[src/pkg/oled_drive_pkg.sv]
`default_nettype none
package oled_drive_pkg;
	// Command codes carried in bits 15:8 of a command word
	localparam logic [7:0] CMD_DIMMER = 8'h16;
	localparam logic [7:0] CMD_ROW_SELECT = 8'h17;
	localparam logic [7:0] CMD_COL_OVERRIDE = 8'h1A;
	localparam logic [7:0] CMD_PHASE1 = 8'h1B;
	// Avalon byte offsets
	localparam logic [3:0] ADDR_CMD = 4'h0;
	localparam logic [3:0] ADDR_DISPLAY = 4'h4;
	localparam logic [3:0] ADDR_STATUS = 4'h8;
	// Reset values
	localparam logic [4:0] DIMMER_RST = 5'h0F;
	localparam logic [1:0] ROW_MODE_RST = 2'h2;
	localparam logic ROW_DIR_RST = 1'h0;
	localparam logic [3:0] OVERRIDE_RST = 4'h0;
	localparam logic [5:0] PHASE1_COUNT_RST = 6'h0F;
	localparam logic [1:0] PHASE1_LEVEL_RST = 2'h0;
	// Field positions
	localparam int ROW_DIR_BIT = 4;
	localparam int POST_PWM_FLOAT_BIT = 0;
	localparam int HSYNC_FLOAT_BIT = 1;
	localparam int ALL_FLOAT_BIT = 2;
	localparam int ALL_SUPPLY_BIT = 3;
	localparam int PHASE1_LEVEL_LSB = 6;
	localparam int STATUS_PENDING_BIT = 5;
	localparam int STATUS_ROW_LSB = 8;
	localparam int STATUS_PHASE_LSB = 16;
	// Row modes and line counts
	localparam logic [1:0] ROW_MODE_SINGLE = 2'h2;
	localparam logic [1:0] ROW_MODE_DUAL = 2'h3;
	localparam logic [6:0] LINES_SINGLE = 7'h48;
	localparam logic [6:0] LINES_DUAL = 7'h24;
	// Default timing: scan divider in clocks, drive and hsync periods in scan clocks
	localparam int SCAN_DIV_DEFAULT = 8;
	localparam int DRIVE_CLKS_DEFAULT = 32;
	localparam int HSYNC_CLKS_DEFAULT = 2;
	typedef enum logic [1:0] {
		LVL_GROUND = 2'h0,
		LVL_FLOAT = 2'h1,
		LVL_SUPPLY = 2'h2,
		LVL_CURRENT = 2'h3
	} col_level_t;
	typedef enum logic [1:0] {
		PH_SETUP1 = 2'h0,
		PH_DRIVE = 2'h1,
		PH_HSYNC = 2'h3
	} phase_t;
endpackage
`default_nettype wire

[src/hw/oled_drive_output_control.sv]
// Overview of operation
// - Dimmer code sets column current (code+1)/16
// - Display on: new dimmer waits for vertical sync
// - Display off: new dimmer applies at once
// - Mode 10b scans 72 lines, 11b dual 36
// - Direction bit reverses row scan order
// - After PWM, column grounds or floats
// - Hsync output grounds or floats during pulse
// - All-float override floats columns outside hsync (ground during hsync), scan continues
// - All-supply override ties columns; float wins
// - Setup period 1 lasts code+1 scan clocks
// - Setup period 1 level field selects column drive
// - Level field only without all-float or all-supply override
// - Zero gray column grounds in setup period 1
`timescale 1ns/1ps
`default_nettype none
module oled_drive_output_control #(
	parameter int COLS = 256,
	parameter int SCAN_DIV = oled_drive_pkg::SCAN_DIV_DEFAULT,
	parameter int DRIVE_CLKS = oled_drive_pkg::DRIVE_CLKS_DEFAULT,
	parameter int HSYNC_CLKS = oled_drive_pkg::HSYNC_CLKS_DEFAULT
) (
	// Clock and reset
	input wire logic CLOCK_I,
	input wire logic NRST_I,
	// Avalon-MM slave
	input wire logic [3:0] ADDRESS_I,
	input wire logic READ_I,
	input wire logic WRITE_I,
	input wire logic [31:0] WRITEDATA_I,
	output logic [31:0] READDATA_O,
	output logic WAITREQUEST_O,
	// Display side
	input wire logic VSYNC_I,
	input wire logic [COLS-1:0] GRAY_ZERO_I,
	input wire logic [COLS-1:0] PWM_ACTIVE_I,
	output logic [4:0] CURRENT_FRACTION_CODE_O,
	output logic [6:0] ROW_O,
	output logic DUAL_SCAN_O,
	output logic [2*COLS-1:0] COL_LEVEL_O,
	output logic HSYNC_OUT_O,
	output logic HSYNC_OE_O
);
	if (COLS < 1 || SCAN_DIV < 1 || SCAN_DIV > 65535 || DRIVE_CLKS < 1 || DRIVE_CLKS > 64 ||
		HSYNC_CLKS < 1 || HSYNC_CLKS > 64) begin
		$error("oled_drive_output_control: parameter out of range");
	end

	typedef struct packed {
		logic [4:0] dim_applied;
		logic [4:0] dim_pending;
		logic dim_wait;
		logic [1:0] row_mode;
		logic row_dir;
		logic dual;
		logic [3:0] ovr;
		logic [5:0] p1_count;
		logic [1:0] p1_level;
		logic disp_on;
		logic [2:0] vs_sync;
		logic vs_level;
		logic [15:0] div;
		oled_drive_pkg::phase_t phase;
		logic [5:0] pcnt;
		logic [6:0] row;
		logic hs_out;
		logic hs_oe;
		logic [2*COLS-1:0] col;
		logic waitreq;
		logic [31:0] rdata;
	} state_t;

	state_t st_q;
	state_t st_d;
	logic sclk_en;
	logic vs_rise;
	logic accept_wr;
	logic cmd_wr;
	logic [7:0] cmd_code;
	logic [7:0] cmd_data;
	logic last_clk;
	logic [6:0] lines;

	localparam logic [5:0] DRIVE_LAST = 6'(DRIVE_CLKS - 1);
	localparam logic [5:0] HSYNC_LAST = 6'(HSYNC_CLKS - 1);
	localparam logic [15:0] DIV_LAST = 16'(SCAN_DIV - 1);

	// Column drive level for one column in the current phase
	function automatic logic [1:0] col_level(input logic [3:0] ovr,
		input oled_drive_pkg::phase_t ph, input logic gray_zero, input logic pwm,
		input logic [1:0] p1_level);
		logic [1:0] lvl;
		lvl = oled_drive_pkg::LVL_GROUND;
		if (ovr[oled_drive_pkg::ALL_FLOAT_BIT] && ph != oled_drive_pkg::PH_HSYNC) begin
			lvl = oled_drive_pkg::LVL_FLOAT;
		end else if (ovr[oled_drive_pkg::ALL_FLOAT_BIT]) begin
			lvl = oled_drive_pkg::LVL_GROUND;
		end else if (ovr[oled_drive_pkg::ALL_SUPPLY_BIT]) begin
			lvl = oled_drive_pkg::LVL_SUPPLY;
		end else if (ph == oled_drive_pkg::PH_SETUP1) begin
			lvl = gray_zero ? oled_drive_pkg::LVL_GROUND : p1_level;
		end else if (ph == oled_drive_pkg::PH_DRIVE) begin
			if (pwm) begin
				lvl = oled_drive_pkg::LVL_CURRENT;
			end else if (ovr[oled_drive_pkg::POST_PWM_FLOAT_BIT]) begin
				lvl = oled_drive_pkg::LVL_FLOAT;
			end else begin
				lvl = oled_drive_pkg::LVL_GROUND;
			end
		end
		return lvl;
	endfunction

	always_comb begin
		lines = (st_q.row_mode == oled_drive_pkg::ROW_MODE_DUAL) ?
			oled_drive_pkg::LINES_DUAL : oled_drive_pkg::LINES_SINGLE;
		sclk_en = (st_q.div == DIV_LAST);
		vs_rise = (st_q.vs_sync[1] == st_q.vs_sync[2]) && st_q.vs_sync[2] && !st_q.vs_level;
		accept_wr = WRITE_I && !st_q.waitreq;
		cmd_code = WRITEDATA_I[15:8];
		cmd_data = WRITEDATA_I[7:0];
		cmd_wr = accept_wr && (ADDRESS_I == oled_drive_pkg::ADDR_CMD);
		unique case (st_q.phase)
			// A shorter count written mid-period ends the period at once instead of wrapping
			oled_drive_pkg::PH_SETUP1: last_clk = (st_q.pcnt >= st_q.p1_count);
			oled_drive_pkg::PH_DRIVE: last_clk = (st_q.pcnt == DRIVE_LAST);
			oled_drive_pkg::PH_HSYNC: last_clk = (st_q.pcnt == HSYNC_LAST);
			default: last_clk = 1'b1;
		endcase

		st_d = st_q;
		// Vertical sync pin: three stages, level moves once stages two and three agree
		st_d.vs_sync = {st_q.vs_sync[1:0], VSYNC_I};
		if (st_q.vs_sync[1] == st_q.vs_sync[2]) begin
			st_d.vs_level = st_q.vs_sync[2];
		end
		st_d.div = sclk_en ? 16'h0000 : st_q.div + 16'h0001;

		// Dimmer latch-up on vertical sync; a write in the same cycle wins
		if (vs_rise && st_q.dim_wait) begin
			st_d.dim_applied = st_q.dim_pending;
			st_d.dim_wait = 1'b0;
		end
		if (accept_wr && ADDRESS_I == oled_drive_pkg::ADDR_DISPLAY) begin
			st_d.disp_on = WRITEDATA_I[0];
		end
		if (cmd_wr) begin
			unique case (cmd_code)
				oled_drive_pkg::CMD_DIMMER: begin
					st_d.dim_pending = cmd_data[4:0];
					if (st_q.disp_on) begin
						st_d.dim_wait = 1'b1;
					end else begin
						st_d.dim_applied = cmd_data[4:0];
						st_d.dim_wait = 1'b0;
					end
				end
				oled_drive_pkg::CMD_ROW_SELECT: begin
					st_d.row_mode = cmd_data[1:0];
					st_d.row_dir = cmd_data[oled_drive_pkg::ROW_DIR_BIT];
				end
				oled_drive_pkg::CMD_COL_OVERRIDE: st_d.ovr = cmd_data[3:0];
				oled_drive_pkg::CMD_PHASE1: begin
					st_d.p1_count = cmd_data[5:0];
					st_d.p1_level = cmd_data[7:oled_drive_pkg::PHASE1_LEVEL_LSB];
				end
				default: ;
			endcase
		end
		st_d.dual = (st_d.row_mode == oled_drive_pkg::ROW_MODE_DUAL);

		// Line sequencer in scan clocks: setup period 1, drive, horizontal sync
		if (sclk_en) begin
			st_d.pcnt = last_clk ? 6'h00 : st_q.pcnt + 6'h01;
			if (last_clk) begin
				unique case (st_q.phase)
					oled_drive_pkg::PH_SETUP1: st_d.phase = oled_drive_pkg::PH_DRIVE;
					oled_drive_pkg::PH_DRIVE: st_d.phase = oled_drive_pkg::PH_HSYNC;
					oled_drive_pkg::PH_HSYNC: begin
						st_d.phase = oled_drive_pkg::PH_SETUP1;
						if (st_q.row >= lines) begin
							st_d.row = st_q.row_dir ? lines - 7'h01 : 7'h00;
						end else if (!st_q.row_dir) begin
							st_d.row = (st_q.row == lines - 7'h01) ? 7'h00 : st_q.row + 7'h01;
						end else begin
							st_d.row = (st_q.row == 7'h00) ? lines - 7'h01 : st_q.row - 7'h01;
						end
					end
					default: st_d.phase = oled_drive_pkg::PH_SETUP1;
				endcase
			end
		end

		// Horizontal sync output: idles high, low or released during the pulse
		st_d.hs_out = (st_q.phase != oled_drive_pkg::PH_HSYNC);
		st_d.hs_oe = !(st_q.phase == oled_drive_pkg::PH_HSYNC &&
			st_q.ovr[oled_drive_pkg::HSYNC_FLOAT_BIT] &&
			!st_q.ovr[oled_drive_pkg::ALL_FLOAT_BIT] &&
			!st_q.ovr[oled_drive_pkg::ALL_SUPPLY_BIT]);

		for (int i = 0; i < COLS; i++) begin
			st_d.col[2*i +: 2] = col_level(st_q.ovr, st_q.phase, GRAY_ZERO_I[i],
				PWM_ACTIVE_I[i], st_q.p1_level);
		end

		// Bus: every request is answered one cycle after it is first seen
		st_d.waitreq = 1'b1;
		if ((READ_I || WRITE_I) && st_q.waitreq) begin
			st_d.waitreq = 1'b0;
		end
		st_d.rdata = 32'h0000_0000;
		if (READ_I && st_q.waitreq) begin
			unique case (ADDRESS_I)
				oled_drive_pkg::ADDR_DISPLAY: st_d.rdata = {31'h0000_0000, st_q.disp_on};
				oled_drive_pkg::ADDR_STATUS: begin
					st_d.rdata[4:0] = st_q.dim_applied;
					st_d.rdata[oled_drive_pkg::STATUS_PENDING_BIT] = st_q.dim_wait;
					st_d.rdata[oled_drive_pkg::STATUS_ROW_LSB +: 7] = st_q.row;
					st_d.rdata[oled_drive_pkg::STATUS_PHASE_LSB +: 2] = st_q.phase;
				end
				default: st_d.rdata = 32'h0000_0000;
			endcase
		end
	end

	always_ff @(posedge CLOCK_I or negedge NRST_I) begin
		if (!NRST_I) begin
			st_q <= '0;
			st_q.dim_applied <= oled_drive_pkg::DIMMER_RST;
			st_q.dim_pending <= oled_drive_pkg::DIMMER_RST;
			st_q.row_mode <= oled_drive_pkg::ROW_MODE_RST;
			st_q.row_dir <= oled_drive_pkg::ROW_DIR_RST;
			st_q.ovr <= oled_drive_pkg::OVERRIDE_RST;
			st_q.p1_count <= oled_drive_pkg::PHASE1_COUNT_RST;
			st_q.p1_level <= oled_drive_pkg::PHASE1_LEVEL_RST;
			st_q.phase <= oled_drive_pkg::PH_SETUP1;
			st_q.hs_out <= 1'b1;
			st_q.hs_oe <= 1'b1;
			st_q.waitreq <= 1'b1;
		end else begin
			st_q <= st_d;
		end
	end

	assign CURRENT_FRACTION_CODE_O = st_q.dim_applied;
	assign ROW_O = st_q.row;
	assign DUAL_SCAN_O = st_q.dual;
	assign COL_LEVEL_O = st_q.col;
	assign HSYNC_OUT_O = st_q.hs_out;
	assign HSYNC_OE_O = st_q.hs_oe;
	assign READDATA_O = st_q.rdata;
	assign WAITREQUEST_O = st_q.waitreq;

	logic wr_dim;
	logic wr_other;
	logic advance;
	assign wr_dim = cmd_wr && cmd_code == oled_drive_pkg::CMD_DIMMER;
	assign wr_other = cmd_wr && cmd_code != oled_drive_pkg::CMD_PHASE1;
	assign advance = sclk_en && last_clk && st_q.phase == oled_drive_pkg::PH_HSYNC;
endmodule
`default_nettype wire

[config.mk]
export PLATFORM = sky130hd
export DESIGN_NAME = oled_drive_output_control
export DESIGN_NICKNAME = d
export VERILOG_FILES = /design/src/pkg/oled_drive_pkg.sv /design/src/hw/oled_drive_output_control.sv
export SDC_FILE = /design/constraint.sdc
export NUM_CORES = 1
export LEC_CHECK = 0
export ABC_AREA = 1
export BUFFER_PORTS_ARGS = -buffer_cell sky130_fd_sc_hd__buf_2
export CORE_AREA = 5 5 436 438
export CTS_CLUSTER_SIZE = 20
export DETAILED_ROUTE_END_ITERATION = 8
export DIE_AREA = 0 0 441 443
export RECOVER_POWER = 100
export SETUP_SLACK_MARGIN = 0.5
export SYNTH_ARGS = -nofsm -noshare
export SYNTH_HDL_FRONTEND = slang
export SYNTH_SLANG_ARGS = --single-unit
[constraint.sdc]
create_clock -name CLOCK_I -period 4.6 [get_ports CLOCK_I]
set_input_delay 0.69 -clock CLOCK_I [delete_from_list [all_inputs] [get_ports CLOCK_I]]
set_output_delay 0.69 -clock CLOCK_I [all_outputs]
set_load 0.05 [all_outputs]
==> impl_metrics.tcl <==
set metrics [dict create \
    outcome "finished with violations" \
    violations "capacitance limit, slew limit" \
    power_density_nw_per_um2 358 \
    clkPwrFrac_pct 47.8 \
    critical_path_class "flop to flop" \
    drive_gt1_share_pct 17.2 \
    antenna_found_initial 99 \
    grt_usage_pct 16.6 \
    synth-simple-area-share_pct 22.5 \
    start_kind "flop" \
    cts_tree "done" \
    synth_xor_xnor_area_share_pct 0.393 \
    clock_path_buffers 3 \
    setup_slack_ps 942 \
    p_leak_nw 18.5 \
    die_h_um 443 \
    grt-ovfl-total 0 \
    ir_drop_mv 0.291 \
    drt-pass1-iter-count 6 \
    sw_frac_of_total_pct 28.7 \
    io_pins 1113 \
    syn2layout_area_growth_pct 19.0 \
    clk_pin_slew_ps 70 \
    p_sw_mw 3.81 \
    synth-adder-area-share_pct 0.602 \
    portBuffers 1079 \
    seqPwrFrac_pct 40.7 \
    maxCapViolations 4 \
    gp_congestion 0.987 \
    synthMuxAreaShare_pct 0.217 \
    synth_compound_area_share_pct 9.70 \
    multi_input_area_um2 10500 \
    setup_tns_ps 0 \
    synth_seq_cells 593 \
    synth_area_per_cell_um2 8.08 \
    rows 159 \
    hold_violations 0 \
    start_util_pct 16.7 \
    wire_per_inst_um 25.0 \
    cts_buffers 76 \
    end_kind "flop" \
    pwr-share-comb_pct 11.5 \
    maxSlewViolCount 225 \
    core_um2 186000 \
    cts_resized 0 \
    synthCells 3855 \
    cp.required_ps 5050 \
    post-dp-hpwl_um 129000 \
    num-fill-cells 21100 \
    ys_types 34 \
    viasPerCell 4.27 \
    postCtsSetupRepairBufs 0 \
    finClkSkew_ps 34.6 \
    h-tree-depth 3 \
    drtIter0Drc 2977 \
    rsz0062_at_grt "no" \
    nets 4821 \
    dieArea_um2 195000 \
    antenna_left 0 \
    timing.final.crit_share_pct 79.5 \
    fin_crit_ps 3660 \
    regArea_um2 14900 \
    grt_start_max_net_pins 142 \
    holdCritPathClass "input port to flop" \
    worstPathArrival_ps 4100 \
    drt_wl_total_um 171000 \
    dpl_worst_slack_ps 1670 \
    cts_root_buffer "clkbuf_16" \
    worst_pin_slew_ps 3270 \
    yosysSeqAreaShare_pct 47.7 \
    synth_flop_cell "dfrtp_1" \
    vias 29200 \
    slew_headroom_pct -118 \
    path_max_fanout 45 \
    p_int_mw 9.48 \
    grt_pass1_vias 28100 \
    die_w_um 441 \
    synth_area_um2 31200 \
    cts.sinks 593 \
    post-route-drc-count 0 \
    grt_pass1_wl_um 231000 \
    synth_edf_count 0 \
    async_flop_share_pct 100 \
    finalSetupViolCount 0 \
    synth_top_family_by_area "simple AND/OR/NAND/NOR gates" \
    holdBufCountCts 0 \
    yosys_warnings 0 \
    max_clock_freq_ghz 0.273 \
    worstSkewPairLatency_ps 680 \
]
[cells in the final DEF (no fill, tap or decap), types with 41 or more instances in the layout]
cell       netlist  final
clkbuf_1       167    570
inv_1          147    145
a21oi_1        141    141
clkbuf_16        0     80
o31ai_1         67     67
nand2_1       1158   1158
a31oi_1        256    256
nand3_1        286    286
o21ai_0         38     41
nor2_1         241    243
dfrtp_1        577    574
buf_2           70    534
[layer usage]
metal	wire length (um)	vias to the layer above	global-route usage, %
met1	65700	14200	20.4
met5	451	-	0
met3	18700	402	6.24
li1	-	12700	-
met2	76700	1802	25.6
met4	9590	68	8.13
[per-stage QoR]
stage | power [mW] | utilization [%] | instance area (um2) | hold slack (ps) | std cells
global route | 13.8 | 19.9 | 37000 | 52.4 | 6820
floorplan | 6.47 | - | 31200 | 331 | 3871
detailed placement | 7.07 | 18.9 | 35200 | 362 | 6670
global placement | 7.06 | 18.9 | 35200 | 361 | 6670
CTS | 13.6 | 20.3 | 37800 | 31.2 | 6809
finish | 13.3 | 19.9 | 37100 | 148 | 6836
[sequential cells by signal (all words and copies together) (netlist names)]
signal,cells
COL_LEVEL_O,512
CURRENT_FRACTION_CODE_O,5
DUAL_SCAN_O,1
HSYNC_OE_O,1
HSYNC_OUT_O,1
READDATA_O,15
ROW_O,7
WAITREQUEST_O,1
st_d,2
st_q,48
[final timing paths]
| kind | slack (ps) | from | endpoint | depth (start not counted) |
|---|---|---|---|---|
| max in group asynchronous | 1300 | NRST_I | ROW_O[1] | 2 |
| worst max register to register | 940 | st_q[593] | COL_LEVEL_O[424] | 3 |
| min in group asynchronous | 1030 | NRST_I | READDATA_O[10] | 1 |
| worst min register to register | 360 | st_d[580] | st_d[581] | 0 |
| worst max-delay path | 940 | st_q[593] | COL_LEVEL_O[424] | 3 |
| worst min-delay path | 150 | VSYNC_I | st_d[580] | 1 |
[cell usage after synthesis (all sizes together) (2+ instances only)]
| cell type | instances | area share, % |
|---|---|---|
| nand2 | 1161 | 14 |
| buf | 666 | 15 |
| dfrtp | 577 | 46 |
| nand3 | 286 | 4.6 |
| a31oi | 256 | 5.1 |
| nor2 | 244 | 3.0 |
| clkbuf | 167 | 2.0 |
| inv | 148 | 1.8 |
| a21oi | 142 | 2.3 |
| o31ai | 67 | 1.6 |
| o21ai | 41 | 0.66 |
| nor3 | 18 | 0.29 |
| nand4 | 17 | 0.34 |
| dfstp | 16 | 1.3 |
| ha | 15 | 0.60 |
| xor2 | 13 | 0.37 |
| mux2 | 6 | 0.22 |
| nor4 | 6 | 0.17 |
| nand3b | 3 | 0.072 |
| or2 | 2 | 0.040 |
[area by class of cell]
| cell class | instances | area share (%) |
|---|---|---|
| sequential | 593 | 40.1 |
| clock inverter | 28 | 0.952 |
| antenna | 27 | 0.182 |
| multi-input combinational | 2296 | 28.3 |
| timing repair buffer | 1137 | 14.4 |
| clock buffer | 111 | 6.12 |
| inverter | 149 | 1.54 |
| tap | 2495 | 8.42 |
[logic make-up (layout without fill, tap and decap cells)]
family,Yosys count,count (layout)
other cells,1,44
flops,593,593
buf+inv,982,1425
fa+ha+maj,15,15
simple gates,1738,1738
compound gates,506,506
mux,6,6
xor+xnor,14,14
[power groups by stage]
stage               logic (mW)  registers (mW)  clock network [mW]
global placement          1.57            5.49                   0
CTS                       1.58            5.40                6.58
detailed placement        1.58            5.49                   0
finish                    1.53            5.41                6.35
global route              1.63            5.41                6.78
floorplan                0.998            5.47                   0
[critical path: stages (launching register included)]
cell and delay, ps:
dfrtp_4 750, nand2_1 1350, clkbuf_2 850, nand2_1 380
Power figures use the tool's default switching activity.
